--- config.mk ---
export PLATFORM = sky130hd
export DESIGN_NAME = adc_sleep_ctrl
export DESIGN_NICKNAME = d
export VERILOG_FILES = /design/src/core/adc_pkg.sv /design/src/core/result_format.sv /design/src/core/conv_timer.sv /design/src/core/adc_sleep_ctrl.sv
export VERILOG_INCLUDE_DIRS = /design/src /design/src/core
export SDC_FILE = /design/constraint.sdc
export NUM_CORES = 1
export LEC_CHECK = 0
export ABC_AREA = 1
export BUFFER_PORTS_ARGS = -buffer_cell sky130_fd_sc_hd__buf_2
export CORE_ASPECT_RATIO = 2
export CORE_MARGIN = 4
export CORE_UTILIZATION = 48
export DETAILED_ROUTE_END_ITERATION = 7
export HOLD_SLACK_MARGIN = 0.05
export MAX_ROUTING_LAYER = met4
export PLACE_DENSITY = 0.83
export REMOVE_ABC_BUFFERS = 1
export SYNTH_ARGS = -nofsm -noshare
export SYNTH_HDL_FRONTEND = slang
export SYNTH_SLANG_ARGS = --single-unit
--- constraint.sdc ---
create_clock -name mclk -period 1.45 [get_ports mclk]
set_clock_uncertainty 0.05 [all_clocks]
set_input_delay 0.29 -clock mclk [delete_from_list [all_inputs] [get_ports mclk]]
set_output_delay 0.29 -clock mclk [all_outputs]
set_load 0.05 [all_outputs]
--- src/core/adc_consts.svh ---
// Named constants for the converter control block: counts, codes and encodings.
// Assumes inclusion by bare name from any design file that needs a figure.
`ifndef ADC_CONSTS_SVH
`define ADC_CONSTS_SVH

// =====================================================================
// Conversion lengths in converter clock cycles.
`define FIRST_CONV_CYCLES  16'd25
`define NORMAL_CONV_CYCLES 16'd13

// =====================================================================
// Result codes and limits.
`define RESULT_RESET   10'h000
`define SE_MAX_CODE    10'h3ff
`define DIFF_MAX_CODE  10'h1ff
`define DIFF_MIN_CODE  10'h200
`define SE_RAW_MAX     11'sh3ff
`define DIFF_RAW_MAX   11'sh1ff
`define DIFF_RAW_MIN   -11'sh200
`define RESULT_MSB     9
`define BYTE_RESET     8'h00
`define LEFT_PAD       6'h00
`define RIGHT_PAD      6'h00

// =====================================================================
// Sleep mode encodings and channel select range of differential pairs.
`define SLEEP_MODE_IDLE   3'h0
`define SLEEP_MODE_NOISE  3'h1
`define DIFF_SEL_FIRST    5'h08
`define DIFF_SEL_LAST     5'h1d
`define COUNT_ONE         16'd1

`endif

--- src/core/adc_pkg.sv ---
// Types shared by the converter control block.
// Assumes the constants header is compiled alongside it.
package adc_pkg;
	// =====================================================================
	// Conversion sequencer states, Gray coded along idle, wait, convert.
	typedef enum logic [1:0] {
		ST_IDLE      = 2'b00,
		ST_HALT_WAIT = 2'b01,
		ST_CONVERT   = 2'b11
	} conv_state_type;

	typedef logic [2:0] sleep_mode_type;
	typedef logic [9:0] result_code_type;
	typedef logic signed [10:0] raw_sample_type;
endpackage

--- src/core/result_format.sv ---
// Places a 10-bit result code into the two result bytes, right or left justified.
// Assumes the caller registers the outputs; this module is purely combinational.
`timescale 1ns/1ps
`include "adc_consts.svh"

module result_format (
	input  wire logic [9:0] code,
	input  wire logic       left,
	output logic      [7:0] low_byte,
	output logic      [7:0] high_byte
);
	// =====================================================================
	// Justification mux; the select is applied live so a change shows at once.
	always_comb begin
		if (left) begin
			high_byte = code[9:2];
			low_byte  = {code[1:0], `LEFT_PAD};
		end else begin
			high_byte = {`RIGHT_PAD, code[9:8]};
			low_byte  = code[7:0];
		end
	end
endmodule

--- src/core/conv_timer.sv ---
// Counts the length of one conversion and flags its end.
// Assumes start is never raised while busy and abort wins over everything.
`timescale 1ns/1ps
`include "adc_consts.svh"

module conv_timer #(
	parameter int CLK_DIV = 2
) (
	input  wire logic mclk,
	input  wire logic rst,
	input  wire logic start,
	input  wire logic abort,
	input  wire logic extended,
	output logic      busy,
	output logic      done
);
	logic [15:0] count_reg;
	logic [15:0] load_value;

	// =====================================================================
	// The first conversion after enabling runs long to let the analog side settle.
	assign load_value = extended ? 16'(`FIRST_CONV_CYCLES * CLK_DIV) : 16'(`NORMAL_CONV_CYCLES * CLK_DIV);

	// Down counter; busy falls and done pulses on the same edge.
	always_ff @(posedge mclk) begin
		if (rst || abort) begin
			busy      <= 1'b0;
			count_reg <= 16'h0000;
		end else if (start) begin
			busy      <= 1'b1;
			count_reg <= load_value;
		end else if (busy) begin
			busy      <= (count_reg != `COUNT_ONE);
			count_reg <= count_reg - `COUNT_ONE;
		end
	end

	// A one-cycle completion pulse; an aborted conversion never reports done.
	always_ff @(posedge mclk) begin
		if (rst || abort) begin
			done <= 1'b0;
		end else begin
			done <= busy && !start && (count_reg == `COUNT_ONE);
		end
	end
endmodule

--- src/core/adc_sleep_ctrl.sv ---
// Converter control: sleep-started conversion, completion flag, wake-up and result formatting.
// Assumes synchronous single-cycle pulses from the CPU and an analog core that presents
// a raw ideal code on analog_sample during the cycle in which the conversion ends.
`timescale 1ns/1ps
`include "adc_consts.svh"

// Summary of operation
// Software enables converter, keeps it idle, single mode, interrupt enabled before sleeping.
// Entering idle or noise-reduction sleep starts a conversion once the CPU clock halts.
// Conversion completion with interrupt enabled wakes the sleeping CPU.
// Another interrupt may wake first; completion still raises the interrupt request.
// After waking, the CPU stays active until the next sleep command.
// Other sleep modes never disable the converter by themselves.
// Software should toggle enable after such sleep for a valid differential result.
// Digital outputs on shared converter pins must not toggle during a conversion.
// With the done flag high the result bytes hold the finished result.
// Single-ended result is unsigned, from 0x000 up to 0x3FF.
// Differential result is two's complement from 0x200 to 0x1FF.
// The result top bit is the sign of a differential result.
// Differential codes saturate at 0x1FF and 0x200.
// Right justify puts bits 7:0 low; left justify puts bits 9:2 high.
// Changing justification changes the presented bytes at once, even mid-conversion.
// Sleep start only happens when enabled, idle and in single-conversion operation.
module adc_sleep_ctrl #(
	parameter int CLK_DIV = 2
) (
	input  wire logic                    mclk,
	input  wire logic                    rst,
	input  wire logic                    converter_enable_bit,
	input  wire logic                    start_conversion,
	input  wire logic                    free_running_select,
	input  wire logic                    conv_irq_enable,
	input  wire logic                    justify_left_select,
	input  wire logic [4:0]              input_select_register,
	input  wire logic                    sleep_command,
	input  wire adc_pkg::sleep_mode_type sleep_mode,
	input  wire logic                    other_wake_irq,
	input  wire logic                    done_flag_clear,
	input  wire adc_pkg::raw_sample_type analog_sample,
	output logic [7:0]                   result_low_byte,
	output logic [7:0]                   result_high_byte,
	output logic                         result_sign_bit,
	output logic                         conversion_done_flag,
	output logic                         conv_irq_request,
	output logic                         converter_busy,
	output logic                         cpu_clock_halt,
	output logic                         cpu_wake
);
	import adc_pkg::*;

	conv_state_type  conv_state_reg;
	conv_state_type  conv_state_next;
	result_code_type result_code_reg;
	result_code_type result_code_next;
	logic            diff_lock_reg;
	logic            extended_reg;
	logic            sleep_auto_ok;
	logic            mode_allows_auto;
	logic            timer_start;
	logic            timer_done;
	logic            wake_next;
	logic            flag_next;
	logic [7:0]      low_next;
	logic [7:0]      high_next;

	// =====================================================================
	// Decoding helpers.

	// True for channel selections that form a differential pair.
	function automatic logic is_differential(input logic [4:0] sel);
		is_differential = (sel >= `DIFF_SEL_FIRST) && (sel <= `DIFF_SEL_LAST);
	endfunction

	// Clamps the analog core's ideal code into the 10-bit output range.
	function automatic result_code_type saturate(input raw_sample_type raw, input logic diff);
		if (diff) begin
			if (raw > `DIFF_RAW_MAX) begin
				saturate = `DIFF_MAX_CODE;
			end else if (raw < `DIFF_RAW_MIN) begin
				saturate = `DIFF_MIN_CODE;
			end else begin
				saturate = raw[9:0];
			end
		end else begin
			if (raw[10] || raw > `SE_RAW_MAX) begin
				saturate = raw[10] ? `RESULT_RESET : `SE_MAX_CODE;
			end else begin
				saturate = raw[9:0];
			end
		end
	endfunction

	// =====================================================================
	// Start decisions.

	// Deeper sleep modes leave the converter alone; only these two may auto-start.
	assign mode_allows_auto = (sleep_mode == `SLEEP_MODE_IDLE) || (sleep_mode == `SLEEP_MODE_NOISE);
	assign sleep_auto_ok    = sleep_command && mode_allows_auto && converter_enable_bit
	                          && !free_running_select && (conv_state_reg == ST_IDLE);

	// Conversion begins on a software start, on the halted CPU clock, or on free-running restart.
	always_comb begin
		timer_start = 1'b0;
		case (conv_state_reg)
			ST_IDLE:      timer_start = converter_enable_bit && start_conversion && !sleep_auto_ok;
			ST_HALT_WAIT: timer_start = converter_enable_bit && cpu_clock_halt;
			ST_CONVERT:   timer_start = converter_enable_bit && timer_done && free_running_select;
			default:      timer_start = 1'b0;
		endcase
	end

	// =====================================================================
	// Sequencer next state; disabling the converter aborts from any state.
	always_comb begin
		conv_state_next = conv_state_reg;
		case (conv_state_reg)
			ST_IDLE: begin
				if (sleep_auto_ok) begin
					conv_state_next = ST_HALT_WAIT;
				end else if (timer_start) begin
					conv_state_next = ST_CONVERT;
				end
			end
			ST_HALT_WAIT: begin
				if (timer_start) begin
					conv_state_next = ST_CONVERT;
				end
			end
			ST_CONVERT: begin
				if (timer_done && !timer_start) begin
					conv_state_next = ST_IDLE;
				end
			end
			default: conv_state_next = ST_IDLE;
		endcase
		if (!converter_enable_bit) begin
			conv_state_next = ST_IDLE;
		end
	end

	// Sequencer state register.
	always_ff @(posedge mclk) begin
		if (rst) begin
			conv_state_reg <= ST_IDLE;
		end else begin
			conv_state_reg <= conv_state_next;
		end
	end

	// Channel type is locked at the start so a mid-conversion select change cannot corrupt coding.
	always_ff @(posedge mclk) begin
		if (rst) begin
			diff_lock_reg <= 1'b0;
		end else if (timer_start) begin
			diff_lock_reg <= is_differential(input_select_register);
		end
	end

	// The first conversion after enabling is extended; re-arms whenever the converter is off.
	always_ff @(posedge mclk) begin
		if (rst || !converter_enable_bit) begin
			extended_reg <= 1'b1;
		end else if (timer_start) begin
			extended_reg <= 1'b0;
		end
	end

	conv_timer #(
		.CLK_DIV (CLK_DIV)
	) u_timer (
		.mclk     (mclk),
		.rst      (rst),
		.start    (timer_start),
		.abort    (!converter_enable_bit),
		.extended (extended_reg),
		.busy     (converter_busy),
		.done     (timer_done)
	);

	// =====================================================================
	// Done flag and interrupt request; a completion in the clearing cycle wins.
	assign flag_next = timer_done || (conversion_done_flag && !done_flag_clear);

	always_ff @(posedge mclk) begin
		if (rst) begin
			conversion_done_flag <= 1'b0;
			conv_irq_request     <= 1'b0;
		end else begin
			conversion_done_flag <= flag_next;
			conv_irq_request     <= flag_next && conv_irq_enable;
		end
	end

	// =====================================================================
	// CPU clock halt and wake; nothing but a sleep command halts it again.
	assign wake_next = cpu_clock_halt && (other_wake_irq || (timer_done && conv_irq_enable));

	always_ff @(posedge mclk) begin
		if (rst) begin
			cpu_clock_halt <= 1'b0;
			cpu_wake       <= 1'b0;
		end else begin
			cpu_wake <= wake_next;
			if (sleep_command) begin
				cpu_clock_halt <= 1'b1;
			end else if (wake_next) begin
				cpu_clock_halt <= 1'b0;
			end
		end
	end

	// =====================================================================
	// Result capture and presentation; bytes land on the same edge as the flag.
	assign result_code_next = timer_done ? saturate(analog_sample, diff_lock_reg) : result_code_reg;

	result_format u_format (
		.code      (result_code_next),
		.left      (justify_left_select),
		.low_byte  (low_next),
		.high_byte (high_next)
	);

	// The bytes are re-formatted every cycle, so the justify select takes effect at once.
	always_ff @(posedge mclk) begin
		if (rst) begin
			result_code_reg  <= `RESULT_RESET;
			result_low_byte  <= `BYTE_RESET;
			result_high_byte <= `BYTE_RESET;
			result_sign_bit  <= 1'b0;
		end else begin
			result_code_reg  <= result_code_next;
			result_low_byte  <= low_next;
			result_high_byte <= high_next;
			result_sign_bit  <= result_code_next[`RESULT_MSB];
		end
	end

	// =====================================================================
	// Checks.
	a_sleep_start_halt: assert property (@(posedge mclk) disable iff (rst)
		(conv_state_reg == ST_HALT_WAIT && cpu_clock_halt && converter_enable_bit) |=> converter_busy)
		else $error("Conversion did not start after the CPU clock halted.");

	a_done_wakes_cpu: assert property (@(posedge mclk) disable iff (rst)
		(timer_done && conv_irq_enable && cpu_clock_halt && !sleep_command) |=> (cpu_wake && !cpu_clock_halt))
		else $error("Completion did not wake the sleeping CPU.");

	a_irq_after_wake: assert property (@(posedge mclk) disable iff (rst)
		(timer_done && conv_irq_enable) |=> (conv_irq_request && conversion_done_flag))
		else $error("Completion did not raise the interrupt request.");

	a_stays_active: assert property (@(posedge mclk) disable iff (rst)
		(!cpu_clock_halt && !sleep_command) |=> !cpu_clock_halt)
		else $error("CPU clock halted without a sleep command.");

	a_no_self_disable: assert property (@(posedge mclk) disable iff (rst)
		(converter_busy && sleep_command && !mode_allows_auto && converter_enable_bit && !timer_done)
		|=> (converter_busy || timer_done))
		else $error("Conversion stopped on entry to a deep sleep mode.");

	a_result_with_flag: assert property (@(posedge mclk) disable iff (rst)
		timer_done |=> (conversion_done_flag
		&& result_code_reg == saturate($past(analog_sample), $past(diff_lock_reg))))
		else $error("Result not present when the done flag rose.");

	// An 11-bit signed sample cannot exceed full scale, so the reachable clamp is the one below ground.
	a_single_clamp: assert property (@(posedge mclk) disable iff (rst)
		(timer_done && !diff_lock_reg && analog_sample[10])
		|=> result_code_reg == `RESULT_RESET)
		else $error("Single-ended result did not clamp to ground.");

	a_diff_passes: assert property (@(posedge mclk) disable iff (rst)
		(timer_done && diff_lock_reg && analog_sample <= `DIFF_RAW_MAX && analog_sample >= `DIFF_RAW_MIN)
		|=> result_code_reg == $past(analog_sample[9:0]))
		else $error("Differential in-range code was altered.");

	a_diff_clamp: assert property (@(posedge mclk) disable iff (rst)
		(timer_done && diff_lock_reg && analog_sample < `DIFF_RAW_MIN) |=> result_code_reg == `DIFF_MIN_CODE)
		else $error("Differential result did not clamp to negative full scale.");

	a_sign_in_high: assert property (@(posedge mclk) disable iff (rst)
		##1 (result_sign_bit == ($past(justify_left_select) ? result_high_byte[7] : result_high_byte[1])))
		else $error("Sign bit disagrees with the high result byte.");

	a_justify_now: assert property (@(posedge mclk) disable iff (rst)
		($changed(justify_left_select) && !timer_done) |=> (result_low_byte ==
		($past(justify_left_select) ? {result_code_reg[1:0], `LEFT_PAD} : result_code_reg[7:0])))
		else $error("Justification change did not show on the next cycle.");

	a_no_auto_start: assert property (@(posedge mclk) disable iff (rst)
		(sleep_command && conv_state_reg == ST_IDLE && (free_running_select || !converter_enable_bit))
		|=> conv_state_reg != ST_HALT_WAIT)
		else $error("Sleep start taken while not allowed.");

	c_sleep_wake: cover property (@(posedge mclk) disable iff (rst)
		conv_state_reg == ST_HALT_WAIT ##[1:200] (cpu_wake && conv_irq_request));
	c_other_wake: cover property (@(posedge mclk) disable iff (rst)
		(converter_busy && other_wake_irq && cpu_clock_halt) ##[1:200] timer_done);
	c_left_result: cover property (@(posedge mclk) disable iff (rst)
		conversion_done_flag && justify_left_select && result_sign_bit);
endmodule

# After elaboration in Yosys (flattened, before gate mapping)
# Index checks and enable logic that the tools add are counted.
dict set report totals {
  reg_bits 53
  latchBits 0
  ramBits 0
  romBits 0
  word_cells 84
  n_memories 0
}
dict set report classes {
  n_addsub 1
  n_mul 0
  n_div 0
  magnitude_cmp 5
  eq_ne 6
  shifts 0
  n_mux 20
  bitwise_logic 2
  n_reduce_logical 34
}
# cell n
set op_table {}
lappend op_table {{$mux W10} 6}
lappend op_table {{$mux W16} 2}
lappend op_table {{$logic_and A1 B1 Y1} 17}
lappend op_table {{$eq A16 B1 Y1 const B} 1}
lappend op_table {{$ne A16 B1 Y1 const B} 1}
lappend op_table {{$sub A16 B1 Y16 const B} 1}
lappend op_table {{$gt A11 B10 Y1 const B} 1}
lappend op_table {{$gt A11 B11 Y1 const B} 1}
lappend op_table {{$lt A11 B10 Y1 const B} 1}
lappend op_table {{$mux W2} 4}
lappend op_table {{$mux W8} 1}
lappend op_table {{$mux W6} 1}
lappend op_table {{$pmux W2 S3} 1}
lappend op_table {{$reduce_or A2 Y1} 3}
lappend op_table {{$ge A5 B4 Y1 const B} 1}
lappend op_table {{$le A5 B5 Y1 const B} 1}
lappend op_table {{$logic_not A1 Y1} 5}
lappend op_table {{$logic_or A1 B1 Y1} 5}
lappend op_table {{$mux W1} 4}
lappend op_table {{$reduce_bool A2 Y1} 2}
lappend op_table {{$eq A3 B1 Y1 const B} 1}
lappend op_table {{$logic_not A3 Y1} 1}
lappend op_table {{$pmux W1 S3} 1}
lappend op_table {{$eq A2 B1 Y1 const B} 1}
lappend op_table {{4 further kinds} 5}

# Longest topological paths before layout
dict set report logic_depth {
  depth_word 13
  depth_mapped 9
  mapped_depth_nobuf 9
}

# Modules after synthesis
# Synthesis repeated with hierarchy kept, for this count alone.
dict set report hier_totals {
  hier_cells 370
  area_unflattened_um2 2695.1
}
# mod instances cells_per_inst area_per_inst_um2 seq_area_each_um2
set by_module_without_submodules {}
lappend by_module_without_submodules {adc_sleep_ctrl 1 178 1441.4 680.7}
lappend by_module_without_submodules {conv_timer 1 153 1088.5 360.3}
lappend by_module_without_submodules {result_format 1 39 165.2 0.0}

# Worst setup path after synthesis
# Ideal clock, no wire load.
dict set report synth_timing {
  path_kind {flip-flop to flip-flop}
  startpoint {register u_timer.busy}
  endpoint {register u_timer.count_reg[14]}
  setup_time_ns 0.115
  arrival_time_ns 1.514
  setup_slack_ns -0.228
  path_stages_with_launch 9
  n_path_buf 1
  synth_period_minus_slack_ns 1.678
  cell_sequence {dfxtp_1 buf_4 nand2_2 nor2_4 nand2_2 nor2_2 nand2_1 xor2_1 nor2_2}
}
dict set report synth_via {
  elab_chain_cells 1
}
# item line
set synth_lines {}
lappend synth_lines {{start, declared} conv_timer.sv:14} ;# output logic busy,
lappend synth_lines {{start signal, assigned} conv_timer.sv:33} ;# busy <= (count_reg != `COUNT_ONE);
lappend synth_lines {{$reduce_bool A2 Y1 (no source line)} n/a}
lappend synth_lines {{end signal, assigned} conv_timer.sv:31} ;# count_reg <= load_value;
lappend synth_lines {{end signal, assigned} conv_timer.sv:34} ;# count_reg <= count_reg - `COUNT_ONE;
lappend synth_lines {{end, declared} conv_timer.sv:17} ;# logic [15:0] count_reg;
# Every way passes these cells.
# A chain may end at the register's enable or synchronous reset.

# Worst setup path after layout
dict set report layout_timing {
  startpoint {register u_timer.busy}
  endpoint {output port converter_busy}
}
# item line
set layout_lines {}
lappend layout_lines {{end, declared} adc_sleep_ctrl.sv:45} ;# output logic converter_busy,
# No word-level cell between the ends.

==> results by group <==
Clock network
  – H-tree levels: 2
  – Clk sinks: 52
  – Worst skew pair latency: 300 ps
  – Clk Tree Root Cell: clkbuf_8
  – CTS buffer count: 5
  – CTS tree: done
  – Maximum buffer depth of the clock tree: 2
  – CTS clk-pin slew, worst paths: 90 ps

Critical path
  – Worst reg-to-reg path cell count: 8
  – R2R Path Start: u_timer.count_reg[1]
  – Worst Setup End Kind: output pin
  – Slowest library cell on the worst path: dfxtp_2
  – FF-to-FF End: u_timer.count_reg[12]
  – Delay-heaviest family, CP: flip-flops
  – Cell breakdown of the critical path: buf_4, buf_6
  – Max stage delay on crit path: 400 ps
  – Crit Path Class: flip-flop to output pin
  – Buf/Inv on CP: 2
  – Worst EP required: 1110 ps
  – Crit path max fanout: 8
  – Critical path launch point type: flip-flop
  – Worst EP arrival: 1050 ps
  – R2R Setup Slk: 80 ps

Timing
  – Period utilization: 96.1%
  – Setup-failing EPs final: 0
  – Final Slew Violations: 0
  – Worst slew margin: 81.8%
  – Crit path time final: 1390 ps
  – Worst slew pin tran: 272 ps
  – Hold Vio Cnt, Final: 0
  – Setup TNS: 0 ps
  – Fmax: 718 MHz
  – Worst hold slack: 162 ps
  – Unrepaired setup endpoints after global routing: true

Placement
  – DPL Wire Length: 4460 microns
  – Placed standard-cell area: 2720 sq um
  – Port bufs: 48
  – GPL Wtd Cong: 0.920

Floorplan
  – Die H: 106 microns
  – Std cell rows: 35
  – Core Region: 4600 sq um
  – Die area: 5990 sq um
  – Initial Util: 49.7%
  – Die width: 56.8 microns
  – Num ports: 51

Global routing
  – Vias in the first global route: 2,247
  – Met2 Use GR: 39.4%
  – Initial antenna violation count: 0
  – Grt peak-use layer: met2
  – Grt met3 use: 2.94%
  – GRT Total Usage: 20.7%
  – GRT Residual Overflow: 0
  – Met1 Use GR: 17.8%
  – Pin count of the biggest net entering global routing: 17
  – Global-route wire length before repair: 9530 microns

Final layout
  – Ant. Diodes: 0
  – Area Overhead vs Synth: 27.1%
  – Layout Nets: 413
  – Share of layout cells above drive strength 1: 30.5%
  – Fillers: 413
  – Design Area, Final: 2900 sq um
  – Max reg flops: 16

Route
  – DRC errors left: 0
  – Routed Antenna Nets: 0
  – Wire per inst: 13.1 microns
  – Routed vias: 2,207
  – Router iterations before antenna repair: 4
  – Routed vias/inst: 5.04
  – Number of DRC markers in iteration 0: 61
  – WL final: 5720 microns

Hold path
  – Hold wc startpoint: sleep_command
  – Worst Hold Endpoint: cpu_clock_halt
  – Worst min path class: primary input to flip-flop
  – Min-Delay Path Depth: 3

Yosys
  – Count of cell types in the netlist: 33
  – Synthesis-stage register bit count: 52
  – Synth Cell Area: 2280 sq um
  – Seq/Total Area, Yosys: 45.6%
  – YS warnings: 0
  – Post-Synthesis Cells: 309
  – Average cell area after synthesis: 7.39 sq um

Power
  – Leakage: 1.35 nW
  – Clock share of power: 31.1%
  – Worst IR drop on VDD: 0.868 mV
  – Pwr dens: 898 nW/um^2
  – Switch share: 26.1%
  – Pint: 1.93 mW
  – P_sw: 0.680 mW
  – Register share of total power: 56.2%
  – Comb power frac: 12.7%

Job
  – Max_cap viols: 0

Status
  – Status: finished clean
-- through the flow --
stage	std cells	util (%)	setup WS (ps)	total power, mW
global route	438	63.1	-32.8	2.73
CTS	436	61.5	17.8	2.61
global placement	427	59.2	40.1	1.79
finish	438	63.1	56.7	2.61
floorplan	304	-	-259	1.66
detailed placement	427	59.2	-19.3	1.80
-- final cells by class --
class,instances,area (sq um),share of cell area (%)
multi-input cells,211,1100,37.9
flip-flops and latches,52,1050,36.1
repair buffers,71,439,15.1
inverters,41,159,5.47
clock buffers,6,72.6,2.50
well taps,55,68.8,2.37
clock inverters,2,16.3,0.560
-- layout by cell type (no fill, tap or decap), types with 2 or more instances in the layout --
master,n
xor2_1,6
clkbuf_8,5
and2_1,2
nand2_4,2
nor2_1,47
dfxtp_2,5
nand3_2,2
buf_4,20
nor2_4,4
o21ai_1,2
nand2_2,2
dfxtp_1,47
buf_6,3
a21oi_1,13
nor3_1,4
inv_2,5
o21a_1,2
o21ai_0,16
buf_2,47
nand3_1,19
o22ai_1,3
a21oi_2,2
nand4_1,7
clkinv_4,2
nor2_2,14
nand2_1,55
inv_1,35
-- tightest hold or removal path: stages --
cell and delay (ps):
buf_2 100, nand2_1 50, nand2_1 50
-- kinds of logic after synthesis --
logic type	share of synthesized area [%]
flops	45.6
fa+ha+maj	1.10
buf+inv	8.49
xor+xnor	2.68
simple gates	32.0
compound gates	10.1
-- synthesized netlist by cell type (all sizes together) --
cell type,number,area share (%)
a21oi,16,4.0
a22oi,1,0.33
and2,2,0.55
and3,1,0.27
buf,4,1.4
clkbuf,1,0.16
clkinv,1,0.38
dfxtp,52,46
ha,2,1.1
inv,40,6.6
nand2,59,10
nand3,21,4.8
nand4,7,1.9
nor2,65,13
nor3,4,0.88
nor3b,1,0.33
nor4,1,0.27
o21a,2,0.66
o21ai,18,3.9
o22ai,3,0.82
o2bb2ai,1,0.38
xnor2,1,0.38
xor2,6,2.3
-- power groups by stage --
stage	logic, mW	clock network, mW	registers (mW)
2_1_floorplan	0.152	0	1.51
3_3_place_gp	0.297	0	1.49
3_5_place_dp	0.305	0	1.50
4_1_cts	0.312	0.840	1.46
5_1_grt	0.371	0.890	1.47
6_report	0.332	0.810	1.46
-- worst max path at each step --
stage | from | end | slack (ps) | depth (start not counted)
after floorplan | u_timer.busy | u_timer.count_reg[14] | -260 | 7
final | u_timer.busy | converter_busy | 60 | 2
after global placement | u_timer.count_reg[1] | u_timer.count_reg[14] | 40 | 9
after detailed placement | u_timer.count_reg[0] | u_timer.count_reg[14] | -20 | 9
after CTS | u_timer.count_reg[1] | u_timer.count_reg[14] | 20 | 9
after global routing | u_timer.count_reg[0] | u_timer.count_reg[12] | -30 | 8
-- repair_timing --
action,CTS,global route
hold buffers,0,0
pin swaps,1,8
resized for setup,4,19
setup buffers,1,2
setup endpoints to repair,3,21
-- per-layer routing --
metal / wire length, microns / share of wire, %
met3: 255 / 4.5
met5: 0 / 0
met2: 3190 / 56
met1: 1950 / 34
met4: 326 / 5.7
Power figures use the tool's default switching activity.
